$ cat src/inc/iopc_pkg.sv
// Shared constants and types for the I/O port and converter control block.
package iopc_pkg;

    // ------------------------------------------------------------------
    // Register addresses, bit positions and reset values
    // ------------------------------------------------------------------
    localparam logic [6:0] ADDR_IOPORT = 7'h0E;
    localparam logic [6:0] ADDR_CONV = 7'h0F;
    localparam logic [6:0] ADDR_RESULT = 7'h11;
    localparam int IOP_EXT_LSB = 4;
    localparam int IOP_ITSDO_BIT = 3;
    localparam int CONV_START_BIT = 7;
    localparam int CONV_SEL_LSB = 4;
    localparam int CONV_REF_LSB = 2;
    localparam logic [3:0] IOPORT_RESET = 4'h0;
    localparam logic [6:0] CONV_RESET = 7'h00;
    localparam logic [7:0] RESULT_RESET = 8'h00;

    // ------------------------------------------------------------------
    // Pin function codes, converter selections and full scale steps
    // ------------------------------------------------------------------
    localparam logic [4:0] FSEL_DIN = 5'h03;
    localparam logic [4:0] FSEL_EXT_FALL = 5'h04;
    localparam logic [4:0] FSEL_EXT_RISE = 5'h05;
    localparam logic [4:0] FSEL_EXT_ANY = 5'h06;
    localparam logic [4:0] FSEL_DOUT = 5'h0A;
    localparam logic [2:0] SEL_TEMP = 3'h0;
    localparam logic [2:0] SEL_PIN0 = 3'h1;
    localparam logic [2:0] SEL_PIN1 = 3'h2;
    localparam logic [2:0] SEL_PIN2 = 3'h3;
    localparam logic [2:0] SEL_D01 = 3'h4;
    localparam logic [2:0] SEL_D12 = 3'h5;
    localparam logic [2:0] SEL_D02 = 3'h6;
    localparam logic [2:0] SEL_GND = 3'h7;
    localparam logic [2:0] SRC_GND = 3'h0;
    localparam logic [2:0] SRC_TEMP = 3'h1;
    localparam logic [2:0] SRC_PIN0 = 3'h2;
    localparam logic [2:0] SRC_PIN1 = 3'h3;
    localparam logic [2:0] SRC_PIN2 = 3'h4;
    localparam logic [1:0] REF_BANDGAP = 2'h0;
    localparam logic [1:0] REF_THIRD = 2'h1;
    localparam logic [1:0] REF_HALF = 2'h2;
    localparam logic [6:0] FS_STEP_LOW = 7'h0E;
    localparam logic [6:0] FS_STEP_HIGH = 7'h15;

    // ------------------------------------------------------------------
    // Serial framing and timing
    // ------------------------------------------------------------------
    localparam logic [3:0] SPI_CMD_LAST = 4'h7;
    localparam logic [3:0] SPI_DATA_LAST = 4'hF;
    localparam int CLK_PERIOD_NS = 50;
    localparam int CONV_TIME_NS = 20000;
    localparam int CONV_CYCLES = (CONV_TIME_NS + CLK_PERIOD_NS - 1) / CLK_PERIOD_NS;

    typedef enum logic [1:0] {
        SEQ_IDLE = 2'b01,
        SEQ_CONVERT = 2'b10
    } iopc_seq_state_e;

endpackage

$ cat src/rtl/iopc_conv_seq.sv
// Converter measurement sequencer: start, timed cycle, result capture, done flag.
module iopc_conv_seq #(
    parameter int CONV_CYCLES = iopc_pkg::CONV_CYCLES
) (
    input wire logic i_clk,          // System clock.
    input wire logic i_reset,        // Asynchronous reset, active high.
    input wire logic i_start,        // One-cycle start request.
    input wire logic [7:0] i_sample, // Converter output code.
    output logic o_busy,             // Measurement in progress.
    output logic o_done,             // Measurement finished.
    output logic [7:0] o_result      // Captured result.
);
    import iopc_pkg::*;

    localparam int CW = $clog2(CONV_CYCLES + 1);

    if (CONV_CYCLES < 1) begin : g_bad_cycles
        $error("CONV_CYCLES must be at least one");
    end

    iopc_seq_state_e state_q;
    logic [CW-1:0] cnt_q;

    // ------------------------------------------------------------------
    // Sequencer
    // ------------------------------------------------------------------
    // A new start always restarts the cycle and drops the old done flag.
    always_ff @(posedge i_clk or posedge i_reset) begin
        if (i_reset) begin
            state_q <= SEQ_IDLE;
            cnt_q <= '0;
            o_busy <= 1'b0;
            o_done <= 1'b0;
            o_result <= RESULT_RESET;
        end else if (i_start) begin
            state_q <= SEQ_CONVERT;
            cnt_q <= CW'(CONV_CYCLES - 1);
            o_busy <= 1'b1;
            o_done <= 1'b0;
        end else begin
            unique case (state_q)
                SEQ_IDLE: begin
                    o_busy <= 1'b0;
                end
                SEQ_CONVERT: begin
                    if (cnt_q == '0) begin
                        state_q <= SEQ_IDLE;
                        o_busy <= 1'b0;
                        o_done <= 1'b1;
                        o_result <= i_sample;
                    end else begin
                        cnt_q <= cnt_q - CW'(1);
                    end
                end
            endcase
        end
    end

    // ------------------------------------------------------------------
    // Checks
    // ------------------------------------------------------------------
    AST_SEQ_START: assert property (@(posedge i_clk) disable iff (i_reset)
        i_start |=> o_busy && state_q == SEQ_CONVERT)
        else $error("start did not begin a measurement");
    AST_SEQ_DONE: assert property (@(posedge i_clk) disable iff (i_reset)
        o_busy && cnt_q == '0 && !i_start |=> o_done && !o_busy)
        else $error("done not raised at end of measurement");
    AST_SEQ_RESULT: assert property (@(posedge i_clk) disable iff (i_reset)
        $rose(o_done) |-> o_result == $past(i_sample))
        else $error("result not captured at completion");
    AST_SEQ_CLEAR: assert property (@(posedge i_clk) disable iff (i_reset)
        i_start |=> !o_done throughout o_busy [*1])
        else $error("stale done after new start");
    COV_SEQ_DONE: cover property (@(posedge i_clk) disable iff (i_reset) $rose(o_done));

endmodule // iopc_conv_seq

$ cat src/rtl/iopc_top.sv
// I/O port and converter control registers behind the serial register port.
// What this block does
// - Pin interrupt status readable at bits 6:4.
// - Interrupt request drives data out when deselected.
// - Digital output pins follow written direct bits.
// - Digital input pins read back live level.
// - Writing start bit begins a measurement.
// - Start bit reads one once measurement done.
// - Select codes 000-011 pick single-ended sources.
// - Codes 100-110 differential pairs, 111 ground.
// - Reference field picks bandgap, third, half supply.
// - Gain sets differential full scale per reference.
// - Function codes pick input, output, interrupt edges.
// - Completed measurement result readable at result register.
module iopc_top #(
    parameter int CONV_CYCLES = iopc_pkg::CONV_CYCLES
) (
    input wire logic i_clk,                    // System clock, 20 MHz.
    input wire logic i_reset,                  // Asynchronous reset, active high.
    input wire logic i_spi_sck,                // Serial clock pin.
    input wire logic i_spi_sdi,                // Serial data in pin.
    input wire logic i_chip_select_n,          // Chip select pin, active low.
    output logic o_sdo,                        // Serial data out level.
    output logic o_sdo_oe,                     // Serial data out enable.
    input wire logic i_interrupt_request_n,    // Chip interrupt request, active low.
    input wire logic [14:0] i_pin_function_select, // Function codes, 5 bits per pin.
    input wire logic [2:0] i_gpio,             // General purpose pin levels.
    output logic [2:0] o_gpio_out,             // General purpose pin drive level.
    output logic [2:0] o_gpio_oe,              // General purpose pin drive enable.
    input wire logic [7:0] i_conv_sample,      // Converter output code.
    output logic o_conv_busy,                  // Measurement in progress.
    output logic [2:0] o_conv_pos_src,         // Positive converter input source.
    output logic [2:0] o_conv_neg_src,         // Negative converter input source.
    output logic [1:0] o_conv_ref_sel,         // Converter reference choice.
    output logic o_conv_diff,                  // Differential input selected.
    output logic [6:0] o_conv_fs_milli         // Full scale in thousandths of supply.
);
    import iopc_pkg::*;

    // ------------------------------------------------------------------
    // Input synchronisers
    // ------------------------------------------------------------------
    logic sck_s1_q, sck_s2_q, sck_d_q;
    logic sdi_s1_q, sdi_s2_q;
    logic cs_s1_q, cs_s2_q;
    logic [2:0] gpio_s1_q, gpio_s2_q, gpio_d_q;

    always_ff @(posedge i_clk or posedge i_reset) begin
        if (i_reset) begin
            sck_s1_q <= 1'b0;
            sck_s2_q <= 1'b0;
            sck_d_q <= 1'b0;
            sdi_s1_q <= 1'b0;
            sdi_s2_q <= 1'b0;
            cs_s1_q <= 1'b1;
            cs_s2_q <= 1'b1;
            gpio_s1_q <= 3'h0;
            gpio_s2_q <= 3'h0;
            gpio_d_q <= 3'h0;
        end else begin
            sck_s1_q <= i_spi_sck;
            sck_s2_q <= sck_s1_q;
            sck_d_q <= sck_s2_q;
            sdi_s1_q <= i_spi_sdi;
            sdi_s2_q <= sdi_s1_q;
            cs_s1_q <= i_chip_select_n;
            cs_s2_q <= cs_s1_q;
            gpio_s1_q <= i_gpio;
            gpio_s2_q <= gpio_s1_q;
            gpio_d_q <= gpio_s2_q;
        end
    end

    logic sck_rise, sck_fall;
    assign sck_rise = sck_s2_q & ~sck_d_q & ~cs_s2_q;
    assign sck_fall = ~sck_s2_q & sck_d_q & ~cs_s2_q;

    // ------------------------------------------------------------------
    // Serial frame: command byte then one data byte, MSB first
    // ------------------------------------------------------------------
    logic [3:0] bit_cnt_q;
    logic [7:0] shift_in_q, shift_out_q, next_byte;
    logic [6:0] addr_q;
    logic wr_q, cmd_done, wr_stb, rd_clr;

    assign next_byte = {shift_in_q[6:0], sdi_s2_q};
    assign cmd_done = sck_rise && bit_cnt_q == SPI_CMD_LAST;
    assign wr_stb = sck_rise && bit_cnt_q == SPI_DATA_LAST && wr_q;
    assign rd_clr = cmd_done && !shift_in_q[6] && next_byte[6:0] == ADDR_IOPORT;

    always_ff @(posedge i_clk or posedge i_reset) begin
        if (i_reset) begin
            bit_cnt_q <= 4'h0;
            shift_in_q <= 8'h00;
            addr_q <= 7'h00;
            wr_q <= 1'b0;
        end else if (cs_s2_q) begin
            bit_cnt_q <= 4'h0;
        end else if (sck_rise) begin
            shift_in_q <= next_byte;
            bit_cnt_q <= bit_cnt_q + 4'h1;
            if (bit_cnt_q == SPI_CMD_LAST) begin
                wr_q <= shift_in_q[6];
                addr_q <= next_byte[6:0];
            end
        end
    end

    // ------------------------------------------------------------------
    // Registers
    // ------------------------------------------------------------------
    logic [3:0] ioport_q;
    logic [6:0] conv_q;
    logic start_req, conv_done;
    logic [7:0] conv_result;

    assign start_req = wr_stb && addr_q == ADDR_CONV && next_byte[CONV_START_BIT];

    always_ff @(posedge i_clk or posedge i_reset) begin
        if (i_reset) begin
            ioport_q <= IOPORT_RESET;
            conv_q <= CONV_RESET;
        end else if (wr_stb) begin
            if (addr_q == ADDR_IOPORT) begin
                ioport_q <= next_byte[3:0];
            end
            if (addr_q == ADDR_CONV) begin
                conv_q <= next_byte[6:0];
            end
        end
    end

    iopc_conv_seq #(
        .CONV_CYCLES(CONV_CYCLES)
    ) u_seq (
        .i_clk(i_clk),
        .i_reset(i_reset),
        .i_start(start_req),
        .i_sample(i_conv_sample),
        .o_busy(o_conv_busy),
        .o_done(conv_done),
        .o_result(conv_result)
    );

    // ------------------------------------------------------------------
    // Pins: function decode, edge status, direct I/O
    // ------------------------------------------------------------------
    logic [2:0] is_din, is_dout, ext_set, ext_status_q, dio_rd;

    for (genvar p = 0; p < 3; p++) begin : g_pin
        logic [4:0] fsel;
        logic rise, fall;
        assign fsel = i_pin_function_select[5*p+4:5*p];
        assign rise = gpio_s2_q[p] & ~gpio_d_q[p];
        assign fall = ~gpio_s2_q[p] & gpio_d_q[p];
        assign is_din[p] = fsel == FSEL_DIN;
        assign is_dout[p] = fsel == FSEL_DOUT;
        assign ext_set[p] = (fsel == FSEL_EXT_FALL && fall) || (fsel == FSEL_EXT_RISE && rise)
            || (fsel == FSEL_EXT_ANY && (rise || fall));
        assign dio_rd[p] = is_din[p] ? gpio_s2_q[p] : ioport_q[p];

        // Status is cleared by a read of the port register; a new edge wins.
        always_ff @(posedge i_clk or posedge i_reset) begin
            if (i_reset) begin
                ext_status_q[p] <= 1'b0;
            end else if (ext_set[p]) begin
                ext_status_q[p] <= 1'b1;
            end else if (rd_clr) begin
                ext_status_q[p] <= 1'b0;
            end
        end
    end

    always_ff @(posedge i_clk or posedge i_reset) begin
        if (i_reset) begin
            o_gpio_out <= 3'h0;
            o_gpio_oe <= 3'h0;
        end else begin
            o_gpio_oe <= is_dout;
            o_gpio_out <= ioport_q[2:0] & is_dout;
        end
    end

    // ------------------------------------------------------------------
    // Read data and serial output
    // ------------------------------------------------------------------
    logic [7:0] rd_data;

    always_comb begin
        unique case (next_byte[6:0])
            ADDR_IOPORT: rd_data = {1'b0, ext_status_q, ioport_q[IOP_ITSDO_BIT], dio_rd};
            ADDR_CONV: rd_data = {conv_done, conv_q};
            ADDR_RESULT: rd_data = conv_result;
            default: rd_data = 8'h00;
        endcase
    end

    always_ff @(posedge i_clk or posedge i_reset) begin
        if (i_reset) begin
            shift_out_q <= 8'h00;
        end else if (cs_s2_q) begin
            shift_out_q <= 8'h00;
        end else if (cmd_done && !shift_in_q[6]) begin
            shift_out_q <= rd_data;
        end else if (sck_fall && bit_cnt_q[3]) begin
            shift_out_q <= {shift_out_q[6:0], 1'b0};
        end
    end

    always_ff @(posedge i_clk or posedge i_reset) begin
        if (i_reset) begin
            o_sdo <= 1'b0;
            o_sdo_oe <= 1'b0;
        end else if (cs_s2_q) begin
            o_sdo_oe <= ioport_q[IOP_ITSDO_BIT];
            o_sdo <= ioport_q[IOP_ITSDO_BIT] & i_interrupt_request_n;
        end else begin
            o_sdo_oe <= 1'b1;
            if (sck_fall) begin
                o_sdo <= bit_cnt_q[3] & shift_out_q[7];
            end
        end
    end

    // ------------------------------------------------------------------
    // Converter input, reference and full scale decode
    // ------------------------------------------------------------------
    logic [2:0] sel;
    logic [1:0] rsel, gain;
    logic [6:0] step;

    assign sel = conv_q[CONV_SEL_LSB+2:CONV_SEL_LSB];
    assign rsel = conv_q[CONV_REF_LSB+1:CONV_REF_LSB];
    assign gain = conv_q[1:0];
    assign step = rsel[0] ? FS_STEP_HIGH : FS_STEP_LOW;

    always_ff @(posedge i_clk or posedge i_reset) begin
        if (i_reset) begin
            o_conv_pos_src <= SRC_TEMP;
            o_conv_neg_src <= SRC_GND;
            o_conv_diff <= 1'b0;
        end else begin
            o_conv_diff <= sel == SEL_D01 || sel == SEL_D12 || sel == SEL_D02;
            unique case (sel)
                SEL_TEMP: {o_conv_pos_src, o_conv_neg_src} <= {SRC_TEMP, SRC_GND};
                SEL_PIN0: {o_conv_pos_src, o_conv_neg_src} <= {SRC_PIN0, SRC_GND};
                SEL_PIN1: {o_conv_pos_src, o_conv_neg_src} <= {SRC_PIN1, SRC_GND};
                SEL_PIN2: {o_conv_pos_src, o_conv_neg_src} <= {SRC_PIN2, SRC_GND};
                SEL_D01: {o_conv_pos_src, o_conv_neg_src} <= {SRC_PIN0, SRC_PIN1};
                SEL_D12: {o_conv_pos_src, o_conv_neg_src} <= {SRC_PIN1, SRC_PIN2};
                SEL_D02: {o_conv_pos_src, o_conv_neg_src} <= {SRC_PIN0, SRC_PIN2};
                SEL_GND: {o_conv_pos_src, o_conv_neg_src} <= {SRC_GND, SRC_GND};
            endcase
        end
    end

    always_ff @(posedge i_clk or posedge i_reset) begin
        if (i_reset) begin
            o_conv_ref_sel <= REF_BANDGAP;
            o_conv_fs_milli <= 7'h00;
        end else begin
            o_conv_ref_sel <= !rsel[1] ? REF_BANDGAP : (rsel[0] ? REF_HALF : REF_THIRD);
            o_conv_fs_milli <= (sel == SEL_D01 || sel == SEL_D12 || sel == SEL_D02)
                ? 7'(step * ({5'h00, gain} + 7'h01)) : 7'h00;
        end
    end

    // ------------------------------------------------------------------
    // Checks
    // ------------------------------------------------------------------
    AST_EXT_SET: assert property (@(posedge i_clk) disable iff (i_reset)
        ext_set != 3'h0 |=> (ext_status_q & $past(ext_set)) == $past(ext_set))
        else $error("interrupt status not set by edge");
    AST_SDO_IRQ: assert property (@(posedge i_clk) disable iff (i_reset)
        cs_s2_q && ioport_q[IOP_ITSDO_BIT] |=> o_sdo_oe && o_sdo == $past(i_interrupt_request_n))
        else $error("interrupt request not on data out");
    AST_DOUT_DRIVE: assert property (@(posedge i_clk) disable iff (i_reset)
        ##1 (o_gpio_oe == $past(is_dout)) && ((o_gpio_out & o_gpio_oe) == $past(ioport_q[2:0] & is_dout)))
        else $error("output pin does not follow direct bit");
    AST_DIN_READ: assert property (@(posedge i_clk) disable iff (i_reset)
        next_byte[6:0] == ADDR_IOPORT |-> (rd_data[2:0] & is_din) == (gpio_s2_q & is_din))
        else $error("input pin level not read back");
    AST_SEL_SINGLE: assert property (@(posedge i_clk) disable iff (i_reset)
        sel == SEL_PIN2 |=> o_conv_pos_src == SRC_PIN2 && o_conv_neg_src == SRC_GND && !o_conv_diff)
        else $error("single-ended select wrong");
    AST_SEL_DIFF: assert property (@(posedge i_clk) disable iff (i_reset)
        sel == SEL_D12 |=> o_conv_pos_src == SRC_PIN1 && o_conv_neg_src == SRC_PIN2 && o_conv_diff)
        else $error("differential select wrong");
    AST_REF: assert property (@(posedge i_clk) disable iff (i_reset)
        rsel == 2'h2 |=> o_conv_ref_sel == REF_THIRD)
        else $error("reference select wrong");
    AST_FS: assert property (@(posedge i_clk) disable iff (i_reset)
        sel == SEL_D01 && rsel[0] && gain == 2'h3 |=> o_conv_fs_milli == 7'h54)
        else $error("full scale value wrong");
    AST_DONE_READ: assert property (@(posedge i_clk) disable iff (i_reset)
        start_req |=> !rd_data[CONV_START_BIT] || next_byte[6:0] != ADDR_CONV)
        else $error("stale done visible after start");
    COV_START: cover property (@(posedge i_clk) disable iff (i_reset) start_req);
    COV_EXT: cover property (@(posedge i_clk) disable iff (i_reset) $rose(ext_status_q[2]));
    COV_SDO_IRQ: cover property (@(posedge i_clk) disable iff (i_reset) cs_s2_q && o_sdo_oe && !o_sdo);

endmodule // iopc_top

$ cat config.mk
export PLATFORM = sky130hd
export DESIGN_NAME = iopc_top
export DESIGN_NICKNAME = d
export VERILOG_FILES = /design/src/inc/iopc_pkg.sv /design/src/rtl/iopc_conv_seq.sv /design/src/rtl/iopc_top.sv
export SDC_FILE = /design/constraint.sdc
export NUM_CORES = 1
export LEC_CHECK = 0
export ABC_CLOCK_PERIOD_IN_PS = 5500
export BUFFER_PORTS_ARGS = -buffer_cell sky130_fd_sc_hd__buf_4
export CAP_MARGIN = 0
export CORE_UTILIZATION = 55
export CTS_CLUSTER_DIAMETER = 80
export DETAILED_ROUTE_END_ITERATION = 10
export PLACE_DENSITY = 0.75
export SLEW_MARGIN = 20
export SYNTH_ARGS = -nofsm -noshare
export SYNTH_HDL_FRONTEND = slang
export SYNTH_SLANG_ARGS = --single-unit
export TNS_END_PERCENT = 1
$ cat constraint.sdc
create_clock -name i_clk -period 5.5 [get_ports i_clk]
set_input_delay 0.275 -clock i_clk [delete_from_list [all_inputs] [get_ports i_clk]]
set_output_delay 0.275 -clock i_clk [all_outputs]
set_load 0.05 [all_outputs]
==> summary.txt, run 1 <==
Logic synthesis
  – Avg Synthesized Cell Area: 11.5 µm²
  – Cell variety after synth: 67
  – Synth Area in Adders: 5.99%
  – Count of mapped cells out of synthesis: 414
  – Yosys top cell by area: sky130_fd_sc_hd__dfrtp_1
  – Xor/xnor cell area share of the yosys netlist: 2.02%
  – Number of enable-type register cells in the synthesized netlist: 0
  – Top post-synthesis cells by area: sky130_fd_sc_hd__dfrtp_1 51%, sky130_fd_sc_hd__mux2_2 6.9%, sky130_fd_sc_hd__ha_1 4.7%
  – Post-synthesis mux area share: 8.33%
  – Register bit total from synthesis: 101
  – Compound-cell area share of the yosys netlist: 9.56%
  – Count of synthesis-stage warnings from yosys: 0
  – Top_reg_cell synth: sky130_fd_sc_hd__dfrtp_1
  – Seq/Total Area, Yosys: 53.2%
  – Area fraction of the dominant cell type after synthesis: 51.0%
  – Simple-Gate Fraction of Synth Area: 17.3%
  – Syn_nets: 467
  – Combinational family with the most area after synthesis: simple AND/OR/NAND/NOR gates
  – FFs w/ async S/R, synth: 100%
  – Syn Std Cell Area: 4760 µm²

Setup path
  – Critical path class: flop to flop
  – Reg-to-reg critical path startpoint: conv_q[0]
  – Depth of the worst register-to-register path: 9
  – CP Data Required Time: 5730 ps
  – Ordered cell list for the critical path: ha_1, inv_1, fa_1, inv_1, fa_1, a21o_1, a21oi_1, xnor2_1, nor2_1
  – CP top delay family: adder cells
  – Critical Path Slowest Stage Cell: sky130_fd_sc_hd__fa_1
  – Maximum fanout count along the critical path: 6
  – Type of element capturing the critical path: flop
  – Startpoint class of the critical path: flop
  – Endpoint of the worst-slack reg-to-reg timing path: o_conv_fs_milli[6]
  – WP buf/inv: 2
  – Worst setup path startpoint: conv_q[0]
  – Minimum setup slack among reg-to-reg paths: 2900 ps
  – Maximum single-stage delay on the critical path: 550 ps
  – Arrival time at the worst endpoint: 2840 ps

Clock tree
  – CTS tree: done
  – Maximum root-to-sink buffer count: 2
  – Count of H-tree levels built during CTS: 3
  – Clk sink count: 101
  – Number of gates resized after cts: 0
  – Source-to-sink clock delay at the later pin of the worst-skew pair: 360 ps
  – Buffer type at the clock tree root: sky130_fd_sc_hd__clkbuf_8
  – Clock buffers created by TritonCTS: 9
  – Number of hold buffers added after CTS: 1
  – Setup repair bufs after CTS: 0
  – Post-CTS clock slew at the launch and capture registers of the worst setup and hold paths: 90 ps

Die
  – Effective utilization at floorplan: 57.4%
  – Total I/O pin count: 57
  – Area of the die: 9040 µm²
  – Vertical die dimension: 95.1 µm
  – Cell Rows: 33
  – Horizontal die dimension: 95.1 µm
  – Placeable Area: 8300 µm²

Layout
  – Share of the core filled with cells in the final layout: 65.5%
  – Most common library cell in the layout ignoring fill and taps: sky130_fd_sc_hd__dfrtp_1
  – Post-Layout Cell Count: 575
  – Final nets: 519
  – Most frequent cells in the layout: 97 x sky130_fd_sc_hd__dfrtp_1, 57 x sky130_fd_sc_hd__buf_4, 49 x sky130_fd_sc_hd__nand2_1
  – Number of fill cells in the layout: 657
  – Growth of design area from synthesis to finish: 14.1%
  – Antenna diodes: 0
  – Fraction of final layout cells with drive strength greater than 1: 25.5%

Hold path
  – Hold Path Class: input pin to flop
  – Endpoint with the worst hold slack: cs_s1_q
  – Startpoint of the tightest hold check path: i_chip_select_n
  – Number of cells on the worst hold path: 1

Global routing
  – Vias in the first global route: 3254
  – GRT met2 Usage: 36.4%
  – Met3 layer usage reported by global route: 3.75%
  – GR Layer Usage met1: 29.0%
  – Maximum number of pins on one net before global-route repair: 89
  – Antenna violations before repair: 0
  – Grt ovf: 0
  – Global-route wire length before repair: 15200 µm
  – Global Route Usage Sum: 22.3%
  – Busiest metal layer after global routing: met2

Placement
  – Detail Placement HPWL: 6280 µm
  – Inst Count DP: 557
  – GP Congestion: 0.850
  – # port buffers: 56

Drt
  – Average routed wire per standard cell: 15.3 µm
  – Iteration-0 DRC count of the detailed router: 161
  – Remaining design rule violation count: 0
  – Number of routed nets with antenna violations: 0
  – First-pass detailed-route iteration total: 4
  – Number of vias after detailed routing: 3185
  – DR vias/cell: 5.54
  – Aggregate routed wire length: 8820 µm

STA
  – Actual transition at the worst max-transition pin: 773 ps
  – Fmax: 384 MHz
  – Time the worst path needs with I/O delays and setup: 2600 ps
  – RSZ-0062 raised after global routing: no
  – Final slew viol count: 0
  – Final hold vios: 0
  – Clock tree skew after final layout: 5.80 ps
  – Final critical-path share of the clock period: 47.4%
  – Final Setup Violations: 0
  – Total negative slack for setup checks: 0 ps
  – Slew headroom: 48.4%

Run
  – Maximum Capacitance Violations: 0

Power and ir drop
  – Worst IR Drop VDD: 0.150 mV
  – Total leakage power: 0.00265 µW
  – Power per cell area: 246 nW/µm²
  – Overall power: 1340 µW

Run status
  – Run status: finished, final reports clean
## power breakdown
| group | switching, µW | internal, µW |
|---|---|---|
| Sequential | 41.5 | 771 |
| Combinational | 60.6 | 50.6 |
| Clock | 240 | 173 |
## worst max path at each step
stage                         end  slack [ps]  cells past startpoint
6_report       o_conv_fs_milli[6]        2900                      9
4_1_cts        o_conv_fs_milli[6]        2890                      9
3_3_place_gp   o_conv_fs_milli[6]        2990                      9
2_1_floorplan           addr_q[0]        2580                      1
3_5_place_dp   o_conv_fs_milli[6]        2900                      9
5_1_grt        o_conv_fs_milli[6]        2730                      9
## synth_stat cells, types with 2 or more instances
cell / n
sky130_fd_sc_hd__a32o_1: 3
sky130_fd_sc_hd__buf_2: 6
sky130_fd_sc_hd__nand4b_1: 3
sky130_fd_sc_hd__or3_1: 2
sky130_fd_sc_hd__o211ai_1: 2
sky130_fd_sc_hd__a22o_1: 5
sky130_fd_sc_hd__dfrtp_1: 97
sky130_fd_sc_hd__mux2i_1: 7
sky130_fd_sc_hd__nand2b_1: 5
sky130_fd_sc_hd__nor2b_1: 7
sky130_fd_sc_hd__xor2_1: 4
sky130_fd_sc_hd__nor4_1: 3
sky130_fd_sc_hd__nor3b_1: 2
sky130_fd_sc_hd__nand4_1: 4
sky130_fd_sc_hd__fa_1: 3
sky130_fd_sc_hd__a21o_1: 3
sky130_fd_sc_hd__a211oi_1: 3
sky130_fd_sc_hd__dfstp_2: 4
sky130_fd_sc_hd__nand3_1: 8
sky130_fd_sc_hd__xnor2_1: 7
sky130_fd_sc_hd__or2_2: 3
sky130_fd_sc_hd__mux2_2: 29
sky130_fd_sc_hd__a22oi_1: 5
sky130_fd_sc_hd__o21a_1: 4
sky130_fd_sc_hd__nand3b_1: 4
sky130_fd_sc_hd__inv_1: 20
sky130_fd_sc_hd__nor3_1: 3
sky130_fd_sc_hd__a21oi_1: 5
sky130_fd_sc_hd__and4bb_2: 2
sky130_fd_sc_hd__a31oi_1: 3
sky130_fd_sc_hd__nor2_1: 20
sky130_fd_sc_hd__ha_1: 18
sky130_fd_sc_hd__and2_1: 13
sky130_fd_sc_hd__o31ai_1: 2
sky130_fd_sc_hd__o21ai_0: 11
sky130_fd_sc_hd__clkbuf_1: 11
sky130_fd_sc_hd__a311oi_1: 2
sky130_fd_sc_hd__and4b_1: 3
sky130_fd_sc_hd__nand2_1: 49
sky130_fd_sc_hd__or4b_1: 2
## final cells by class
| class | instances | area (µm²) | area share [%] |
|---|---|---|---|
| multi-input combinational | 273 | 2060 | 37.9 |
| timing repair buffer | 61 | 469 | 8.63 |
| inverter | 20 | 77.6 | 1.43 |
| clock inverter | 4 | 25.0 | 0.460 |
| tap | 105 | 131 | 2.42 |
| clock buffer | 11 | 141 | 2.60 |
| sequential | 101 | 2530 | 46.6 |
## cell families (layout without fill, tap and decap cells)
kind of cell | after synthesis | count (layout)
and+or+nand+nor | 144 | 144
DFF | 101 | 101
AOI/OAI and AO/OA | 60 | 60
buffers and inverters | 40 | 96
muxes | 36 | 36
adders and majority gates | 21 | 21
xor gates and xnor gates | 11 | 11
other | 1 | 1
## state kept, by name, indices dropped and copies added (netlist names), 4 cells and up
name             cells
u_seq.cnt_q          9
o_conv_fs_milli      7
shift_out_q          8
shift_in_q           7
u_seq.o_result       8
bit_cnt_q            4
conv_q               7
addr_q               7
ioport_q             4
## routing by layer
layer  wire, µm  up-vias
met3        344       13
met2       4310       78
met4        182        0
li1           -     1544
met5          0        -
met1       3980     1550
## stage by stage
stage          hold slack [ps]  worst slack (ps)  area (µm²)
2_1_floorplan              279              2580        4760
3_3_place_gp               194              2990        5240
3_5_place_dp               194              2900        5240
4_1_cts                   2.58              2890        5410
5_1_grt                   1.77              2730        5440
6_report                  15.5              2900        5440
No activity file was read; power rests on OpenSTA's default activity.
==> run 2: changes to the inputs <==
- ABC_AREA: unset -> 1
- ABC_CLOCK_PERIOD_IN_PS: 5500 -> 2180
- CORE_UTILIZATION: 55 -> 52
- PLACE_DENSITY: 0.75 -> 0.74
- clock period: 5.5 -> 2.18 ns (I/O delays scaled with it)
==> run 2 against run 1 <==
Sequential cell count unchanged. Global-route usage shrank 0.90 points. Hold slack improved by 6.6 ps. Largest cell class unchanged. Largest power group unchanged. Final cell count increased by 28%.
==> summary.txt, run 2 <==
Run status
  – Run status: finished, final reports clean

STA
  – RSZ-0062 raised after global routing: yes
  – Final Setup Violations: 0
  – Final critical-path share of the clock period: 99.6%
  – Slew headroom: 63.1%
  – Actual transition at the worst max-transition pin: 553 ps
  – Final hold vios: 0
  – Post-Route Hold Slack: 22.1 ps
  – Final slew viol count: 0
  – Clock tree skew after final layout: 7.04 ps
  – Time the worst path needs with I/O delays and setup: 2170 ps
  – Fmax: 461 MHz

Placement
  – Inst Count DP: 699
  – Detail Placement HPWL: 6650 µm
  – GP Congestion: 0.851
  – # port buffers: 56

Layout
  – Storage cell area: 2530 µm²
  – Most common library cell in the layout ignoring fill and taps: sky130_fd_sc_hd__nand2_1
  – Growth of design area from synthesis to finish: 21.7%
  – Final nets: 675
  – Number of fill cells in the layout: 697
  – Combined area of the multi-input logic cells: 1900 µm²
  – Antenna diodes: 0
  – Top Registers: u_seq.cnt_q x9, shift_out_q x8, u_seq.o_result x8
  – Fraction of final layout cells with drive strength greater than 1: 19.3%
  – Register bank with the most flops: u_seq.cnt_q
  – Largest register FFs: 9
  – Most frequent cells in the layout: 143 x sky130_fd_sc_hd__nand2_1, 97 x sky130_fd_sc_hd__dfrtp_1, 66 x sky130_fd_sc_hd__buf_4
  – Post-Layout Cell Count: 734

Global routing
  – Antenna violations before repair: 0
  – Maximum number of pins on one net before global-route repair: 58
  – Global-route wire length before repair: 16300 µm
  – Grt ovf: 0
  – Global Route Usage Sum: 21.4%
  – Vias in the first global route: 3717

Die
  – Area of the die: 9390 µm²
  – Placeable Area: 8720 µm²
  – Horizontal die dimension: 96.9 µm
  – Total I/O pin count: 57
  – Vertical die dimension: 96.9 µm
  – Effective utilization at floorplan: 53.7%
  – Cell Rows: 34

Drt
  – Remaining design rule violation count: 0
  – Number of routed nets with antenna violations: 0
  – DR vias/cell: 5.21
  – Iteration-0 DRC count of the detailed router: 219
  – First-pass detailed-route iteration total: 5
  – Average routed wire per standard cell: 12.5 µm
  – Aggregate routed wire length: 9160 µm
  – Number of vias after detailed routing: 3822

Logic synthesis
  – Top_reg_cell synth: sky130_fd_sc_hd__dfrtp_1
  – Avg Synthesized Cell Area: 8.77 µm²
  – Yosys top cell by area: sky130_fd_sc_hd__dfrtp_1
  – Cell variety after synth: 36
  – Number of enable-type register cells in the synthesized netlist: 0
  – Count of mapped cells out of synthesis: 534
  – Seq/Total Area, Yosys: 54.0%
  – FFs w/ async S/R, synth: 100%
  – Syn_nets: 587
  – Count of synthesis-stage warnings from yosys: 0
  – Register bit total from synthesis: 101
  – Area fraction of the dominant cell type after synthesis: 51.8%
  – Leading cell types by count after synthesis: 144 x sky130_fd_sc_hd__nand2_1, 97 x sky130_fd_sc_hd__dfrtp_1, 56 x sky130_fd_sc_hd__inv_1
  – Most instantiated library cell after synthesis: sky130_fd_sc_hd__nand2_1
  – Syn Std Cell Area: 4690 µm²
  – Top post-synthesis cells by area: sky130_fd_sc_hd__dfrtp_1 52%, sky130_fd_sc_hd__nand2_1 12%, sky130_fd_sc_hd__nand3_1 5.7%

Power and ir drop
  – Worst IR Drop VDD: 0.331 mV
  – Overall power: 3400 µW
  – Power per cell area: 596 nW/µm²
  – Total leakage power: 0.00294 µW

Clock tree
  – Buffer type at the clock tree root: sky130_fd_sc_hd__clkbuf_8
  – Clk sink count: 101
  – Maximum root-to-sink buffer count: 2
  – CTS tree: done
  – Clock buffers created by TritonCTS: 9
  – Source-to-sink clock delay at the later pin of the worst-skew pair: 360 ps
  – Post-CTS clock slew at the launch and capture registers of the worst setup and hold paths: 90 ps
  – Count of H-tree levels built during CTS: 3

Setup path
  – Maximum fanout count along the critical path: 4
  – Arrival time at the worst endpoint: 2410 ps
  – CP Data Required Time: 2420 ps
  – Type of element capturing the critical path: flop
  – Startpoint class of the critical path: flop
  – Critical path class: flop to flop

Hold path
  – Hold Path Class: input pin to flop

Run
  – Maximum Capacitance Violations: 0
run 2: changes by cell type after synthesis, sizes merged, moves of 7 or more:
cell    change
nand2      +99
nand3      +46
inv        +45
o21ai      +36
mux2       -29
nor2       +22
and2       -13
clkbuf      -7
mux2i       -7
nor2b       -7
run 2: power by group:
| part | internal, µW | switching, µW | total, µW |
|---|---|---|---|
| clock network | 503 | 575 | 1080 |
| registers | 1930 | 45.5 | 1970 |
| logic | 133 | 217 | 350 |
| total | 2560 | 837 | 3400 |
run 2: final timing paths:
path                                        from  slack, ps                 end  depth (start not counted)
hold / removal             i_interrupt_request_n         20               o_sdo                          3
hold reg to reg                     gpio_s1_q[2]        350        gpio_s2_q[2]                          0
min in group asynchronous                i_reset        380        gpio_s2_q[1]                          4
setup / recovery                       conv_q[1]          9  o_conv_fs_milli[6]                          9
max in group asynchronous                i_reset       1290   o_conv_pos_src[0]                          4
setup reg to reg                       conv_q[1]          9  o_conv_fs_milli[6]                          9
run 2: stage by stage:
stage / worst slack (ps) / utilization, % / cell area (µm²) / setup TNS, ps
after floorplan: -78.4 / - / 4690 / -100
after global placement: -88.4 / 60.7 / 5290 / -140
after detailed placement: -172 / 60.7 / 5290 / -356
after CTS: 24.1 / 65.2 / 5690 / 0
after global routing: -125 / 65.4 / 5700 / -145
final: 9.13 / 65.4 / 5700 / 0
run 2: final cells by class:
| type | instances | share of cell area [%] |
|---|---|---|
| clock buffer | 14 | 3.03 |
| sequential | 101 | 44.4 |
| timing repair buffer | 86 | 12.4 |
| clock inverter | 1 | 0.0878 |
| inverter | 66 | 4.41 |
| tap | 108 | 2.37 |
| multi-input combinational | 358 | 33.3 |
run 2: worst max-delay path, cell delays in order, from the launching register on:
cell and delay (ps):
sky130_fd_sc_hd__dfrtp_1 390, sky130_fd_sc_hd__ha_1 320, sky130_fd_sc_hd__inv_2 90, sky130_fd_sc_hd__nor2_2 50, sky130_fd_sc_hd__fa_1 380, sky130_fd_sc_hd__ha_1 360, sky130_fd_sc_hd__a21oi_2 180, sky130_fd_sc_hd__nand2_1 80
sky130_fd_sc_hd__xor2_1 140, sky130_fd_sc_hd__nor2_1 60
run 2: routing by layer:
layer	global-route usage (%)	share of wire, %	vias up
li1	-	-	1879
met5	0	0	-
met2	35.2	49	99
met4	9.99	2.3	0
met3	3.83	4.1	20
met1	27.5	44	1824
run 2: cells by family (layout without fill, tap and decap cells):
logic type,after synthesis,in the layout,share of synthesized area [%]
AOI/OAI and AO/OA,65,65,7.40
xor gates and xnor gates,6,6,1.12
adders and majority gates,21,21,6.09
buffers and inverters,75,167,6.17
DFF,101,101,54.0
other,1,1,0.0800
and+or+nand+nor,265,265,25.1
run 2: timing repair:
item / in CTS / in global routing
buffers inserted: 1 / 0
pin swaps: 5 / 1
setup endpoints to repair: 3 / 3
gates resized for setup: 6 / 6
hold buffers: 19 / 0
hold endpoints to repair: 115 / 0
==> run 3: changes to the inputs <==
- MAX_ROUTING_LAYER: unset -> met4
==> run 3 against run 2 <==
Count of clock-buffer cells in the layout unchanged. Combinational power hardly changed. Sequential cell count stayed put. Total power increased by 0.28%. Via count up 0.21%. Sequential share of layout area is the same. Register-to-register slack hardly changed. Hold slack got worse by 2.8 ps. Worst setup slack worse by 2.2 ps. Non-clock buffer count stayed put. Critical path type unchanged. Critical endpoint unchanged.
==> summary.txt, run 3 (synthesis gave the netlist of run 2 again) <==
Run status
  – Run status: finished, final reports clean

Die
  – Placeable Area: 8720 µm²
  – Area of the die: 9390 µm²
  – Total I/O pin count: 57
  – Cell Rows: 34
  – Vertical die dimension: 96.9 µm
  – Effective utilization at floorplan: 53.7%
  – Horizontal die dimension: 96.9 µm

Layout
  – Register bank with the most flops: u_seq.cnt_q
  – Antenna diodes: 0
  – Combined area of the multi-input logic cells: 1900 µm²
  – Growth of design area from synthesis to finish: 21.7%
  – Storage cell area: 2530 µm²
  – Largest register FFs: 9
  – Final nets: 675
  – Fraction of final layout cells with drive strength greater than 1: 19.3%
  – Most frequent cells in the layout: 143 x sky130_fd_sc_hd__nand2_1, 97 x sky130_fd_sc_hd__dfrtp_1, 66 x sky130_fd_sc_hd__buf_4
  – Top Registers: u_seq.cnt_q x9, shift_out_q x8, u_seq.o_result x8
  – Number of fill cells in the layout: 697
  – Post-Layout Cell Count: 734
  – Most common library cell in the layout ignoring fill and taps: sky130_fd_sc_hd__nand2_1
  – Share of the core filled with cells in the final layout: 65.4%

Clock tree
  – Clk sink count: 101
  – CTS tree: done
  – Clock buffers created by TritonCTS: 9
  – Post-CTS clock slew at the launch and capture registers of the worst setup and hold paths: 90 ps
  – Maximum root-to-sink buffer count: 2
  – Source-to-sink clock delay at the later pin of the worst-skew pair: 360 ps
  – Buffer type at the clock tree root: sky130_fd_sc_hd__clkbuf_8
  – Count of H-tree levels built during CTS: 3

STA
  – Slew headroom: 64.1%
  – Fmax: 460 MHz
  – Total negative slack for setup checks: 0 ps
  – RSZ-0062 raised after global routing: yes
  – Time the worst path needs with I/O delays and setup: 2170 ps
  – Post-Route Hold Slack: 19.2 ps
  – Actual transition at the worst max-transition pin: 539 ps
  – Clock tree skew after final layout: 6.62 ps
  – Final slew viol count: 0
  – Final hold vios: 0
  – Final Setup Violations: 0
  – Final critical-path share of the clock period: 99.7%

Setup path
  – Cell repeated most along the worst path: sky130_fd_sc_hd__ha_1
  – Critical path class: flop to flop
  – Maximum fanout count along the critical path: 4
  – CP Data Required Time: 2420 ps
  – Destination of the critical timing path: o_conv_fs_milli[6]
  – Reg-to-reg critical path startpoint: conv_q[1]
  – Minimum setup slack among reg-to-reg paths: 7 ps
  – Critical Path Slowest Stage Cell: sky130_fd_sc_hd__dfrtp_1
  – Arrival time at the worst endpoint: 2410 ps
  – Worst setup path startpoint: conv_q[1]
  – Ordered cell list for the critical path: ha_1, inv_2, nor2_2, fa_1, ha_1, a21oi_2, nand2_1, xor2_1, nor2_1
  – Startpoint class of the critical path: flop
  – Type of element capturing the critical path: flop
  – Endpoint of the worst-slack reg-to-reg timing path: o_conv_fs_milli[6]
  – Depth of the worst register-to-register path: 9
  – Maximum single-stage delay on the critical path: 390 ps

Run
  – Maximum Capacitance Violations: 0

Power and ir drop
  – Power per cell area: 598 nW/µm²
  – Worst IR Drop VDD: 0.336 mV
  – Total leakage power: 0.00294 µW
  – Overall power: 3410 µW

Hold path
  – Hold Path Class: input pin to flop
  – Startpoint of the tightest hold check path: i_interrupt_request_n

Global routing
  – Maximum number of pins on one net before global-route repair: 58
  – Global Route Usage Sum: 22.1%
  – Grt ovf: 0
  – Vias in the first global route: 3720
  – Global-route wire length before repair: 16300 µm
  – Antenna violations before repair: 0

Drt
  – Number of routed nets with antenna violations: 0
  – Iteration-0 DRC count of the detailed router: 212
  – Average routed wire per standard cell: 12.6 µm
  – First-pass detailed-route iteration total: 5
  – DR vias/cell: 5.22
  – Number of vias after detailed routing: 3830
  – Remaining design rule violation count: 0
  – Aggregate routed wire length: 9210 µm

Placement
  – Detail Placement HPWL: 6650 µm
  – # port buffers: 56
  – Inst Count DP: 699
  – GP Congestion: 0.864
## run 3: cell counts in the layout (fill, tap and decap cells not counted)
Identical to the previous run, type by type.
## run 3: report_power, final
group,switching (µW),internal (µW)
combinational,217,133
sequential,45.4,1930
clock,583,503
## run 3: area by class of cell
cell class                 instances  share of cell area, %
clock buffer                      14                   3.03
clock inverter                     1                 0.0878
inverter                          66                   4.41
multi-input combinational        358                   33.3
sequential                       101                   44.4
tap                              108                   2.37
timing repair buffer              86                   12.4
## run 3: repair_timing
action                                  CTS  global route
hold buffers                             19             0
hold endpoints to repair                115             0
resized for setup                         6             6
setup buffers                             1             0
pin swaps                                 5             1
endpoints found under the setup margin    3             3
## run 3: layer usage
metal / part of all wire [%] / vias to the layer above / global-route usage, % / wire, µm
li1: - / 1877 / - / -
met5: 0 / - / - / 0
met3: 4.3 / 21 / 4.05 / 398
met1: 45 / 1826 / 27.6 / 4140
met4: 2.1 / 0 / 9.99 / 198
met2: 49 / 106 / 35.2 / 4480
## run 3: critical path, delay by kind of cell (launching register included)
kind / cells / cell delay [ps]
DFF: 1 / 390
AOI/OAI and AO/OA: 1 / 180
buffers and inverters: 1 / 90
and+or+nand+nor: 3 / 190
xor gates and xnor gates: 1 / 140
adders and majority gates: 3 / 1060
## run 3: per-stage QoR
step                worst slack, ps  cell area, µm²
floorplan                     -78.4            4690
finish                         6.94            5700
CTS                            24.1            5690
global route                   -125            5700
detailed placement             -172            5290
global placement              -88.4            5290
## run 3: worst min-delay path by stage
stage	to	cells after the start	slack (ps)
after floorplan	cs_s1_q	0	110
after global placement	gpio_s1_q[1]	3	220
after detailed placement	gpio_s2_q[1]	3	220
after CTS	o_gpio_oe[2]	3	0.4
after global routing	o_gpio_oe[2]	3	10
final	o_sdo	3	20
